### config.mk
export PLATFORM = sky130hd
export DESIGN_NAME = program_memory_protection
export DESIGN_NICKNAME = d
export VERILOG_FILES = /design/src/pkg/prog_protect_pkg.sv /design/src/design/lock_level_decode.sv /design/src/design/program_memory_protection.sv
export SDC_FILE = /design/constraint.sdc
export NUM_CORES = 1
export LEC_CHECK = 0
export BUFFER_PORTS_ARGS = -buffer_cell sky130_fd_sc_hd__buf_4
export CORE_MARGIN = 8
export CORE_UTILIZATION = 37
export CTS_CLUSTER_SIZE = 25
export DETAILED_ROUTE_END_ITERATION = 12
export GPL_ROUTABILITY_DRIVEN = 0
export PLACE_DENSITY = 0.8
export RECOVER_POWER = 100
export SLEW_MARGIN = 15
export SYNTH_ARGS = -nofsm -noshare
export SYNTH_HDL_FRONTEND = slang
export SYNTH_HIERARCHICAL = 1
export SYNTH_SLANG_ARGS = --single-unit
export TNS_END_PERCENT = 20
### constraint.sdc
create_clock -name clk -period 2.12 [get_ports clk]
set_clock_uncertainty 0.2 [all_clocks]
set_input_delay 0.212 -clock clk [delete_from_list [all_inputs] [get_ports clk]]
set_output_delay 0.212 -clock clk [all_outputs]
set_load 0.1 [all_outputs]
### src/pkg/prog_protect_pkg.sv
// Package for the program memory protection block: layouts, levels, sizes.
// Assumes a single core clock and an active-low asynchronous reset.
package prog_protect_pkg;

  // Encryption array geometry
  localparam int unsigned KEY_DEPTH  = 64;           // Key bytes in the array
  localparam int unsigned KEY_AW     = 6;            // Key index width
  localparam int unsigned CODE_AW    = 16;           // Code address width
  localparam logic [7:0]  ERASED     = 8'hff;        // Erased byte value

  // Lock bit vector positions
  localparam int unsigned LB_ONE     = 0;
  localparam int unsigned LB_TWO     = 1;
  localparam int unsigned LB_THREE   = 2;

  // Decoded protection levels, Gray along the usual path
  typedef enum logic [1:0] {
    LVL_NONE   = 2'b00,
    LVL_BASIC  = 2'b01,
    LVL_NOVER  = 2'b11,
    LVL_NOEXEC = 2'b10
  } prot_level_e;

  // Restrictions derived from a level
  typedef struct packed {
    logic table_read_block;   // Block table reads from external code
    logic access_latched;     // External access held from reset
    logic prog_inhibit;       // Refuse programming
    logic verify_inhibit;     // Refuse verification
    logic ext_exec_block;     // Refuse external execution
  } restrict_s;

  // Verify request from programmer
  typedef struct packed {
    logic                 req;    // One-cycle request
    logic [CODE_AW-1:0]   addr;   // Code address
  } verify_req_s;

endpackage : prog_protect_pkg

### src/design/lock_level_decode.sv
// Decodes the three lock bits into a protection level and restrictions.
// Assumes lock bits are active high meaning programmed; purely combinational.
`timescale 1ns/1ps
module lock_level_decode (
  input  wire logic [2:0]                lock_bits,
  output prog_protect_pkg::prot_level_e  level,
  output prog_protect_pkg::restrict_s    restr
);
  wire lock_bit_one   = lock_bits[prog_protect_pkg::LB_ONE];    // First lock bit
  wire lock_bit_two   = lock_bits[prog_protect_pkg::LB_TWO];    // Second lock bit
  wire lock_bit_three = lock_bits[prog_protect_pkg::LB_THREE];  // Third lock bit

  // Undefined combinations fall to the strongest level implied so far
  assign level = !lock_bit_one   ? prog_protect_pkg::LVL_NONE :
                 !lock_bit_two   ? prog_protect_pkg::LVL_BASIC :
                 !lock_bit_three ? prog_protect_pkg::LVL_NOVER :
                                   prog_protect_pkg::LVL_NOEXEC;

  // Levels are cumulative
  assign restr.table_read_block = (level != prog_protect_pkg::LVL_NONE);
  assign restr.access_latched   = (level != prog_protect_pkg::LVL_NONE);
  assign restr.prog_inhibit     = (level != prog_protect_pkg::LVL_NONE);
  assign restr.verify_inhibit   = (level == prog_protect_pkg::LVL_NOVER) ||
                                  (level == prog_protect_pkg::LVL_NOEXEC);
  assign restr.ext_exec_block   = (level == prog_protect_pkg::LVL_NOEXEC);
endmodule : lock_level_decode

### src/design/program_memory_protection.sv
// Program memory protection: key-array verify scrambling and lock levels.
// Assumes code memory and key array reads are combinational from outside.
// Functional notes
// Verify output is code XNOR key byte
// Erased bytes read all ones; bypass
// Keys applied in fixed address sequence
// No lock bits: no restrictions
// Level two blocks external table reads
// Level two latches external access at reset
// Level two refuses programming
// Level three also disables verification
// Level four also blocks external execution
// Mask parts: key array forces lock one
// Programmer fills unused code with varied values
// Lock state captured at reset, held
`timescale 1ns/1ps
module program_memory_protection (
  input  wire logic                                  clk,
  input  wire logic                                  rst_n,
  input  wire logic [2:0]                            nv_lock_bits,
  input  wire logic                                  mask_variant,
  input  wire logic                                  key_array_supplied,
  input  wire logic                                  external_access_pin,
  input  wire prog_protect_pkg::verify_req_s         verify_req,
  input  wire logic [7:0]                            code_byte,
  input  wire logic [7:0]                            key_byte,
  input  wire logic                                  prog_req,
  input  wire logic                                  code_table_read_instruction,
  input  wire logic                                  fetch_from_external,
  input  wire logic                                  ext_fetch_req,
  output logic [prog_protect_pkg::CODE_AW-1:0]       code_addr,
  output logic [prog_protect_pkg::KEY_AW-1:0]        key_index,
  output logic [7:0]                                 verify_data,
  output logic                                       verify_valid,
  output logic                                       verify_refused,
  output logic                                       prog_grant,
  output logic                                       table_read_allow,
  output logic                                       ext_exec_allow,
  output logic                                       access_effective,
  output prog_protect_pkg::prot_level_e              level
);

  // Synchronised external access pin
  logic access_s1_q;
  logic access_s2_q;
  // Lock capture state
  logic                           captured_q;    // Capture done since reset
  logic [2:0]                     lock_q;        // Held lock bits
  logic                           access_hold_q; // Latched external access
  logic [2:0]                     lock_d;        // Lock bits to capture
  prog_protect_pkg::restrict_s    restr;         // Decoded restrictions

  // Pin synchroniser, free-running through reset so the pin is
  // already settled in the second stage when reset lifts
  always_ff @(posedge clk) begin
    access_s1_q <= external_access_pin;
    access_s2_q <= access_s1_q;
  end

  // Mask variants with a supplied key array carry lock one
  assign lock_d = nv_lock_bits |
                  {2'b00, mask_variant & key_array_supplied};

  // Capture lock bits and external access once after reset release
  always_ff @(posedge clk or negedge rst_n) begin
    if (!rst_n) begin
      captured_q <= 1'b0;
      lock_q     <= 3'b111;   // Safest until captured
      access_hold_q <= 1'b0;
    end else if (!captured_q) begin
      captured_q    <= 1'b1;
      lock_q        <= lock_d;
      access_hold_q <= access_s2_q;
    end
  end

  // Level decoder
  lock_level_decode u_decode (
    .lock_bits (lock_q),
    .level     (level),
    .restr     (restr)
  );

  // External access: latched copy under lock, else live pin
  assign access_effective = restr.access_latched ? access_hold_q : access_s2_q;

  // Table read gating
  assign table_read_allow = captured_q &&
    !(restr.table_read_block && code_table_read_instruction
      && fetch_from_external);

  // Programming gate
  assign prog_grant = captured_q && prog_req && !restr.prog_inhibit;

  // External execution gate
  assign ext_exec_allow = captured_q && ext_fetch_req && !restr.ext_exec_block;

  // Address and key index sequencing, key follows low address bits
  assign code_addr = verify_req.addr;
  assign key_index = verify_req.addr[prog_protect_pkg::KEY_AW-1:0];

  // Verify answer register, one cycle after request
  always_ff @(posedge clk or negedge rst_n) begin
    if (!rst_n) begin
      verify_data    <= prog_protect_pkg::ERASED;
      verify_valid   <= 1'b0;
      verify_refused <= 1'b0;
    end else begin
      verify_valid   <= verify_req.req && captured_q && !restr.verify_inhibit;
      verify_refused <= verify_req.req && (!captured_q || restr.verify_inhibit);
      if (verify_req.req && captured_q && !restr.verify_inhibit) begin
        verify_data <= ~(code_byte ^ key_byte);
      end
    end
  end

  // Verify returns scrambled byte one cycle after an accepted request
  property p_verify_xnor;
    @(posedge clk) disable iff (!rst_n)
      (verify_req.req && captured_q && !restr.verify_inhibit)
      |=> verify_valid && (verify_data == ~($past(code_byte) ^ $past(key_byte)));
  endproperty
  a_verify_xnor: assert property (p_verify_xnor) else $error("verify data wrong");

  // Erased key leaves code unchanged
  property p_erased_key;
    @(posedge clk) disable iff (!rst_n)
      (verify_valid && $past(key_byte) == prog_protect_pkg::ERASED)
      |-> verify_data == $past(code_byte);
  endproperty
  a_erased_key: assert property (p_erased_key) else $error("erased key altered byte");

  // Key index tracks address
  property p_key_seq;
    @(posedge clk) disable iff (!rst_n)
      key_index == code_addr[prog_protect_pkg::KEY_AW-1:0];
  endproperty
  a_key_seq: assert property (p_key_seq) else $error("key index out of sequence");

  // No lock bits means the programming, table read and external access gates pass
  property p_unlocked;
    @(posedge clk) disable iff (!rst_n)
      (captured_q && lock_q == 3'b000) |->
        (prog_grant == prog_req) && table_read_allow && (access_effective == access_s2_q);
  endproperty
  a_unlocked: assert property (p_unlocked) else $error("unlocked part restricted");

  // Locked part blocks external table reads
  property p_table_block;
    @(posedge clk) disable iff (!rst_n)
      (lock_q[prog_protect_pkg::LB_ONE] && code_table_read_instruction
       && fetch_from_external) |-> !table_read_allow;
  endproperty
  a_table_block: assert property (p_table_block) else $error("table read leaked");

  // Latched external access holds after capture
  property p_access_hold;
    @(posedge clk) disable iff (!rst_n)
      (captured_q && $past(captured_q) && lock_q[prog_protect_pkg::LB_ONE])
      |-> $stable(access_effective);
  endproperty
  a_access_hold: assert property (p_access_hold) else $error("external access not held");

  // Locked part refuses programming
  property p_prog_block;
    @(posedge clk) disable iff (!rst_n)
      lock_q[prog_protect_pkg::LB_ONE] |-> !prog_grant;
  endproperty
  a_prog_block: assert property (p_prog_block) else $error("programming granted");

  // Level three refuses verify
  property p_verify_block;
    @(posedge clk) disable iff (!rst_n)
      (verify_req.req && lock_q[1:0] == 2'b11) |=> verify_refused && !verify_valid;
  endproperty
  a_verify_block: assert property (p_verify_block) else $error("verify not refused");

  // Level four blocks external execution
  property p_exec_block;
    @(posedge clk) disable iff (!rst_n)
      (lock_q == 3'b111) |-> !ext_exec_allow;
  endproperty
  a_exec_block: assert property (p_exec_block) else $error("external execution allowed");

  // Lock state constant once captured
  property p_lock_stable;
    @(posedge clk) disable iff (!rst_n)
      (captured_q && $past(captured_q)) |-> $stable(lock_q) && $stable(level);
  endproperty
  a_lock_stable: assert property (p_lock_stable) else $error("lock state changed");

endmodule : program_memory_protection

==> results of run 1 <==
-- worst reg2reg max path, delay by kind of cell, from the launching register on --
family | cells | cell delay (ns)
AND/OR/NAND/NOR | 2 | 0.48
multiplexers | 1 | 0.37
flip-flops | 1 | 0.61
-- registers in the layout, indices dropped and copies added, names as in the netlist --
name            count
lock_q              3
verify_data         8
captured_q          1
verify_valid        1
access_s1_q         1
access_hold_q       1
access_s2_q         1
verify_refused      1
-- what timing repair did --
item / 4_1_cts / 5_1_grt
hold endpoints to repair: 20 / 0
hold buffers: 6 / 0
resized for setup: 0 / 0
-- area by class of cell --
cell class	instances	share of cell area
Clock buffer	3	0.01978
Clock inverter	1	0.004396
Inverter	1	0.003297
Multi-Input combinational cell	34	0.2560
Sequential cell	17	0.3769
Tap cell	30	0.03297
Timing Repair Buffer	50	0.3066
-- metal layers --
metal,track usage,vias up
met3,0.05705,16
met4,0.05744,0
met5,0,-
met1,0.1019,255
li1,-,285
met2,0.1266,45
-- placed cells by master (no fill, tap or decap), types with 2 or more instances in the layout --
| cell type | n |
|---|---|
| mux2_2 | 4 |
| dfxtp_1 | 2 |
| clkbuf_4 | 5 |
| nor2_1 | 2 |
| dfstp_2 | 11 |
| dfrtp_1 | 4 |
| clkbuf_2 | 14 |
| xnor2_1 | 8 |
| buf_4 | 26 |
| mux2_1 | 8 |
| dlygate4sd3_1 | 6 |
| nand2_1 | 3 |
-- power groups by stage --
stage | Sequential (mW) | Clock (mW) | Combinational, mW
2_1_floorplan | 0.762 | 0 | 0.390
3_3_place_gp | 0.451 | 0 | 0.633
3_5_place_dp | 0.448 | 0 | 0.640
4_1_cts | 0.447 | 0.175 | 0.646
5_1_grt | 0.452 | 0.196 | 0.596
6_report | 0.442 | 0.164 | 0.576
-- how the worst min path moves through the flow --
stage	start	to	slack (ns)	cells past startpoint
2_1_floorplan	rst_n	access_hold_q	-0.28	0
3_3_place_gp	rst_n	verify_valid	-0.13	1
3_5_place_dp	rst_n	verify_valid	-0.12	1
4_1_cts	key_array_supplied	lock_q[0]	0.01	3
5_1_grt	key_array_supplied	lock_q[0]	0.004	3
6_report	key_array_supplied	lock_q[0]	0.02	3
-- per-stage QoR --
step | utilization | setup WS [ns] | hold WS [ns] | total power [mW]
after CTS | 0.4884 | 0.2050 | 0.01381 | 1.268
after global routing | 0.4596 | 0.08452 | 0.003539 | 1.245
after detailed placement | 0.4530 | 0.3530 | -0.1240 | 1.087
after global placement | 0.4530 | 0.3786 | -0.1337 | 1.084
final | 0.4596 | 0.1825 | 0.01982 | 1.181
after floorplan | - | -0.08108 | -0.2836 | 1.151
-- logic make-up after synthesis --
group	count (synthesis)
AO/OA/AOI/OAI	5
AND/OR/NAND/NOR	8
flip-flops	17
buffers and inverters	29
other	1
XOR/XNOR	8
multiplexers	12
==> qor.csv, run 1 <==
stage,metric,value,unit
hold_path,Hold WC Path Type,input pin to flop,
logic_synthesis,post-synthesis sequential area ratio,0.4460,
routing,routed wl met2,761,um
logic_synthesis,simple-gate share of the synthesized area,0.04291,
critical_path,Crit path depth,2,
floorplan,Initial Utilization,0.3884,
cells_and_area,nets,152,
global_route,first-pass GRT wire length,3153,um
cells_and_area,share of cells above drive strength 1,0.6132,
logic_synthesis,Yosys reg bits,17,
critical_path,"delay-heaviest family, CP",flip-flops,
logic_synthesis,synth cell count leaders,"25 x buf_4, 11 x dfstp_2, 8 x mux2_4, 8 x xnor2_1",
pwr,sequential power share,0.374,
critical_path,CP Capture Point,level[1],
floorplan,die area,4488,sq um
clock_tree,clock latency on the worst-skew pair,0.28,ns
timing,Final Hold Viols,0,
clock_tree,Clock Path Buffers,2,
routing,Post-Route WL,2010,um
floorplan,core area,2477,sq um
routing,First-pass DRT Iterations,4,
logic_synthesis,main combinational cell family by area after synthesis,buffers and inverters,
critical_path,r2r startpoint,lock_q[0],
routing,wire per inst,14.78,um
routing,total number of vias,601,
timing,Final period util,0.9139,
routing,via/cell ratio,4.419,
floorplan,IO Pins,83,
logic_synthesis,Synth Area in Compound Gates,0.03641,
critical_path,RR Endpoint,verify_data[5],
pwr,switch share,0.4935,
clock_tree,H-Tree Depth,1,
routing,DR WL met3,356,um
status,status,"finished, final reports clean",
critical_path,Setup crit start,lock_q[0],
logic_synthesis,Most used DFF post-synth,dfstp_2,
floorplan,Die Ht,67.00,um
timing,"Slew Viols, Final",0,
pwr,Clk pwr share,0.138,
cells_and_area,ant diodes,0,
critical_path,CP max stage delay,0.61,ns
clock_tree,TritonCTS clock tree,built,
clock_tree,Inserted Clock Buffers,3,
logic_synthesis,syn_nets,125,
logic_synthesis,most common cell in the netlist,buf_4,
global_route,Congestion Overflow GR,0,
cells_and_area,Multi-input gate area,291.5,sq um
pwr,net switching power,0.5828,mW
clock_tree,CTS sink cnt,17,
routing,# DRC,0,
critical_path,CP required,1.71,ns
pwr,power share of the combinational group,0.487,
cells_and_area,final cell count without fillers,136,
pwr,internal cell power,0.5983,mW
global_route,initial antenna violation count,0,
logic_synthesis,ys async rst share,0.8824,
clock_tree,CTS root buf,clkbuf_4,
timing,Final Setup Violations,0,
placed_design,Placed Area,1122,sq um
logic_synthesis,number of synthesized flops with an enable pin,0,
placed_design,DP HPWL,1631,um
timing,Tightest Pin Transition,0.7984,ns
routing,met1 WL,843,um
timing,unrepaired setup endpoints after global routing,false,
logic_synthesis,Mapped Avg Cell Area,12.03,sq um
logic_synthesis,Synth Area in XOR/XNOR,0.07282,
pwr,worst ir drop on vdd,0.6293,mV
critical_path,endpoint type of the worst setup path,output port,
logic_synthesis,Synth Warn #,6,
floorplan,Die X,67.00,um
cells_and_area,area grow syn2layout,18.34,%
routing,post-route ant nets,0,
logic_synthesis,cell accounting for the most synthesized area,dfstp_2,
logic_synthesis,post-synth cell types,21,
critical_path,CP Max Fanout,7,
cells_and_area,post-route cell area,1139,sq um
global_route,largest net degree at the start of global routing,16,
placed_design,DP Cell Count,126,
cells_and_area,fillcell total,251,
timing,fmax,516.1,MHz
timing,setup TNS,0,ns
critical_path,FF-to-FF path depth,3,
floorplan,row count,18,
timing,minimum clock period,1.938,ns
global_route,All-Layer GR Usage,0.09119,
routing,initial DRC count,10,
critical_path,WS Path Type,flop to output port,
pwr,Pleak,0.5344,nW
logic_synthesis,post-synthesis instance area,962.2,sq um
placed_design,Buffers on Ports,44,
global_route,vias in the first global route,703,
critical_path,WP buf/inv,1,
cells_and_area,Register Area,429.2,sq um
clock_tree,clock slew at reported path FFs,0.10,ns
pwr,power per cell area,1037,nW/um^2
routing,Max Used Layer,met4,
critical_path,critical path arrival,1.53,ns
logic_synthesis,Yosys top cell area share,0.3004,
timing,Worst slew margin,0.4678,
critical_path,Worst R2R Setup Slack,0.39,ns
critical_path,crit path cell chain,"and2_2, clkbuf_2",
clock_tree,total setup buffers inserted after CTS,0,
logic_synthesis,Post-Synth Adder-Cell Area,0,
critical_path,startpoint types,flop,
critical_path,Crit-path slowest cell,dfstp_2,
run,Max Cap Violations,0,
logic_synthesis,cells after synthesis,80,
logic_synthesis,synth top area cells,"dfstp_2 30%, buf_4 20%, mux2_4 12%, dfrtp_1 10%, xnor2_1 7.3%",
logic_synthesis,mux share of post-synthesis cell area,0.1717,
Note: power is estimated with default switching activity, not from simulation.
==> inputs of run 2 (changes only) <==
--- a/config.mk
+++ b/config.mk
@@ -7,15 +7,14 @@
 export LEC_CHECK = 0
 export BUFFER_PORTS_ARGS = -buffer_cell sky130_fd_sc_hd__buf_4
 export CORE_MARGIN = 8
-export CORE_UTILIZATION = 37
+export CORE_UTILIZATION = 36
 export CTS_CLUSTER_SIZE = 25
 export DETAILED_ROUTE_END_ITERATION = 12
 export GPL_ROUTABILITY_DRIVEN = 0
-export PLACE_DENSITY = 0.8
+export PLACE_DENSITY = 0.81
 export RECOVER_POWER = 100
 export SLEW_MARGIN = 15
 export SYNTH_ARGS = -nofsm -noshare
 export SYNTH_HDL_FRONTEND = slang
-export SYNTH_HIERARCHICAL = 1
 export SYNTH_SLANG_ARGS = --single-unit
 export TNS_END_PERCENT = 20
==> run 2 against run 1 <==
Clock power is essentially flat. Critical path type unchanged. Critical path depth rose by 1. Wire length decreased by 1.3%. Core utilization is 1.3 points higher. Register-to-register slack better by 0.04 ns.
==> qor.csv, run 2 <==
stage,metric,value,unit,change
status,status,"finished, final reports clean",,
critical_path,crit path cell chain,"inv_1, a31oi_1, clkbuf_2",,
timing,setup slack after layout,0.1856,ns,+0.003125 ns
floorplan,core area,2410,sq um,-2.7%
global_route,largest net degree at the start of global routing,16,,unchanged
cells_and_area,"most common cell after layout, fill and taps aside",buf_4,,
timing,unrepaired setup endpoints after global routing,false,,
placed_design,DP HPWL,1612,um,-1.2%
pwr,Pleak,0.5467,nW,+2.3%
timing,Final Hold Viols,0,,unchanged
logic_synthesis,number of synthesized flops with an enable pin,0,,unchanged
logic_synthesis,Mapped Avg Cell Area,11.94,sq um,-0.68%
routing,Post-Route WL,1984,um,-1.3%
logic_synthesis,Synth Warn #,0,,-6
pwr,net switching power,0.6218,mW,+6.7%
global_route,vias in the first global route,726,,+3.3%
timing,Worst slew margin,0.4966,,+0.02884
logic_synthesis,cells after synthesis,75,,-6.3%
cells_and_area,most frequent cells in the layout,"26 x buf_4, 12 x mux2_2, 12 x clkbuf_2, 10 x dfstp_2, 8 x xnor2_1",,
cells_and_area,register bank with the most flops,verify_data,,
clock_tree,Clock Path Buffers,2,,unchanged
global_route,initial antenna violation count,0,,unchanged
floorplan,row count,18,,unchanged
cells_and_area,share of the core filled with cells,0.4730,,+0.01341
cells_and_area,nets,153,,+0.66%
timing,fmax,517.0,MHz,+0.16%
clock_tree,clock latency on the worst-skew pair,0.28,ns,about the same
critical_path,CP Max Fanout,10,,+3
clock_tree,Inserted Clock Buffers,3,,unchanged
timing,minimum clock period,1.934,ns,-0.003125 ns
run,Max Cap Violations,0,,unchanged
pwr,internal cell power,0.6157,mW,+2.9%
logic_synthesis,post-synthesis sequential area ratio,0.4791,,+0.03302
clock_tree,H-Tree Depth,1,,unchanged
global_route,first-pass GRT wire length,3146,um,-0.22%
cells_and_area,Regs by FF count,"verify_data x8, lock_q x3",,
pwr,worst ir drop on vdd,0.6678,mV,+6.1%
routing,total number of vias,618,,+2.8%
clock_tree,TritonCTS clock tree,built,,
timing,Final Setup Violations,0,,unchanged
placed_design,Buffers on Ports,44,,unchanged
critical_path,Crit-path slowest cell,dfrtp_1,,
floorplan,Die Ht,65.89,um,-1.7%
critical_path,startpoint types,flop,,
pwr,sequential power share,0.360,,-0.014
floorplan,die area,4341,sq um,-3.3%
routing,post-route ant nets,0,,unchanged
critical_path,WS Path Type,flop to output port,,
logic_synthesis,Yosys top cell area share,0.3226,,+0.02224
cells_and_area,ant diodes,0,,unchanged
cells_and_area,area grow syn2layout,27.23,%,
floorplan,Die X,65.89,um,-1.7%
placed_design,worst slack at placement,0.5917,ns,+0.2387 ns
timing,Tightest Pin Transition,0.7551,ns,-0.04326 ns
timing,setup TNS,0,ns,unchanged
clock_tree,clock slew at reported path FFs,0.09,ns,about the same
critical_path,CP required,1.71,ns,about the same
logic_synthesis,syn_nets,120,,-4.0%
logic_synthesis,post-synthesis instance area,895.9,sq um,-6.9%
routing,# DRC,0,,unchanged
pwr,Clk pwr share,0.135,,-0.003
clock_tree,CTS resizes,0,,unchanged
floorplan,IO Pins,83,,unchanged
logic_synthesis,synth top area cells,"dfstp_2 32%, buf_4 19%, mux2_2 15%, dfrtp_1 11%, xnor2_1 7.8%",,
cells_and_area,fillcell total,207,,-18%
floorplan,Initial Utilization,0.3718,,-0.01663
logic_synthesis,synth cell count leaders,"23 x buf_4, 12 x mux2_2, 11 x dfstp_2, 8 x xnor2_1",,
timing,"Slew Viols, Final",0,,unchanged
clock_tree,CTS root buf,clkbuf_4,,
routing,First-pass DRT Iterations,2,,-2
hold_path,Hold WC Path Type,input pin to flop,,
critical_path,CP max stage delay,0.52,ns,-0.09 ns
logic_synthesis,Most used DFF post-synth,dfstp_2,,
global_route,All-Layer GR Usage,0.09367,,+0.002484
pwr,power per cell area,1086,nW/um^2,+4.7%
clock_tree,CTS sink cnt,17,,unchanged
logic_synthesis,post-synth cell types,16,,-24%
routing,wire per inst,14.48,um,-2.0%
pwr,switch share,0.5025,,+0.009018
critical_path,endpoint type of the worst setup path,output port,,
routing,via/cell ratio,4.511,,+2.1%
logic_synthesis,cell accounting for the most synthesized area,dfstp_2,,
cells_and_area,max reg flops,8,,unchanged
cells_and_area,share of cells above drive strength 1,0.6636,,+0.05034
global_route,Congestion Overflow GR,0,,unchanged
pwr,Tot Pwr,1.238,mW,+4.8%
logic_synthesis,most common cell in the netlist,buf_4,,
pwr,power share of the combinational group,0.505,,+0.018
routing,initial DRC count,2,,-8
logic_synthesis,ys async rst share,0.8824,,unchanged
logic_synthesis,Yosys reg bits,17,,unchanged
timing,Final period util,0.9124,,-0.001474
critical_path,critical path arrival,1.52,ns,about the same
==> run 2: changes by cell type after synthesis, moves of 2 or more <==
cell / change
nand2_1: -2
inv_1: +3
buf_6: -2
mux2_2: +8
mux2_4: -8
a21oi_1: +2
buf_4: -2
nor2_1: -2
==> run 2: path summary, 6_finish.rpt <==
path | from | cells after the start | slack (ns) | endpoint
hold reg to reg | access_s1_q | 0 | 0.13 | access_s2_q
min in group asynchronous | rst_n | 2 | 0.30 | access_hold_q
max in group asynchronous | rst_n | 2 | 0.95 | verify_refused
setup / recovery | captured_q | 3 | 0.19 | table_read_allow
setup reg to reg | lock_q[0] | 3 | 0.43 | verify_data[2]
hold / removal | mask_variant | 3 | 0.02 | lock_q[0]
==> run 2: logic make-up (layout without fill, tap and decap cells) <==
| family | count (synthesis) | in the layout | synth area share |
|---|---|---|---|
| buffers and inverters | 27 | 59 | 0.2095 |
| flip-flops | 17 | 17 | 0.4791 |
| multiplexers | 12 | 12 | 0.1508 |
| XOR/XNOR | 8 | 8 | 0.07822 |
| AO/OA/AOI/OAI | 6 | 6 | 0.04051 |
| AND/OR/NAND/NOR | 4 | 4 | 0.03772 |
| other | 1 | 1 | 0.004186 |
==> run 2: metal layers <==
metal / share of wire / up-vias / GRT usage
li1: - / 282 / -
met1: 0.32 / 287 / 0.07777
met2: 0.54 / 33 / 0.1705
met3: 0.11 / 16 / 0.04746
met4: 0.032 / 0 / 0.05995
met5: 0 / - / 0
==> run 2: critical path: cells and delay by family (launching register included) <==
kind / cells / cell delay [ns]
buf+inv: 2 / 0.55
flops: 1 / 0.52
compound gates: 1 / 0.16
==> run 2: final cells by class <==
type | instances | area [sq um] | area share
multi-input cells | 31 | 271.5 | 0.2382
repair buffers | 51 | 359.1 | 0.3150
inverters | 4 | 15.01 | 0.01317
flip-flops and latches | 17 | 429.2 | 0.3765
well taps | 30 | 37.54 | 0.03293
clock buffers | 3 | 22.52 | 0.01976
clock inverters | 1 | 5.005 | 0.004391
==> run 2: power by group through the flow <==
| stage | logic (mW) | clock network, mW | registers, mW |
|---|---|---|---|
| after floorplan | 0.362 | 0 | 0.794 |
| after global placement | 0.652 | 0 | 0.449 |
| after detailed placement | 0.657 | 0 | 0.454 |
| after CTS | 0.666 | 0.178 | 0.449 |
| after global routing | 0.648 | 0.188 | 0.454 |
| final | 0.625 | 0.167 | 0.446 |
==> run 2: per-stage QoR <==
step	cells	hold slack, ns	cell area (sq um)
final	137	0.01783	1140
after global routing	137	0.01379	1140
after CTS	136	0.002063	1186
after detailed placement	126	-0.1264	1099
after global placement	126	-0.1279	1099
after floorplan	75	-0.2836	903.4
==> run 2: timing repair <==
item | 4_1_cts | 5_1_grt
hold endpoints to repair | 20 | 1
buffers inserted | 0 | 0
hold buffers | 6 | 1
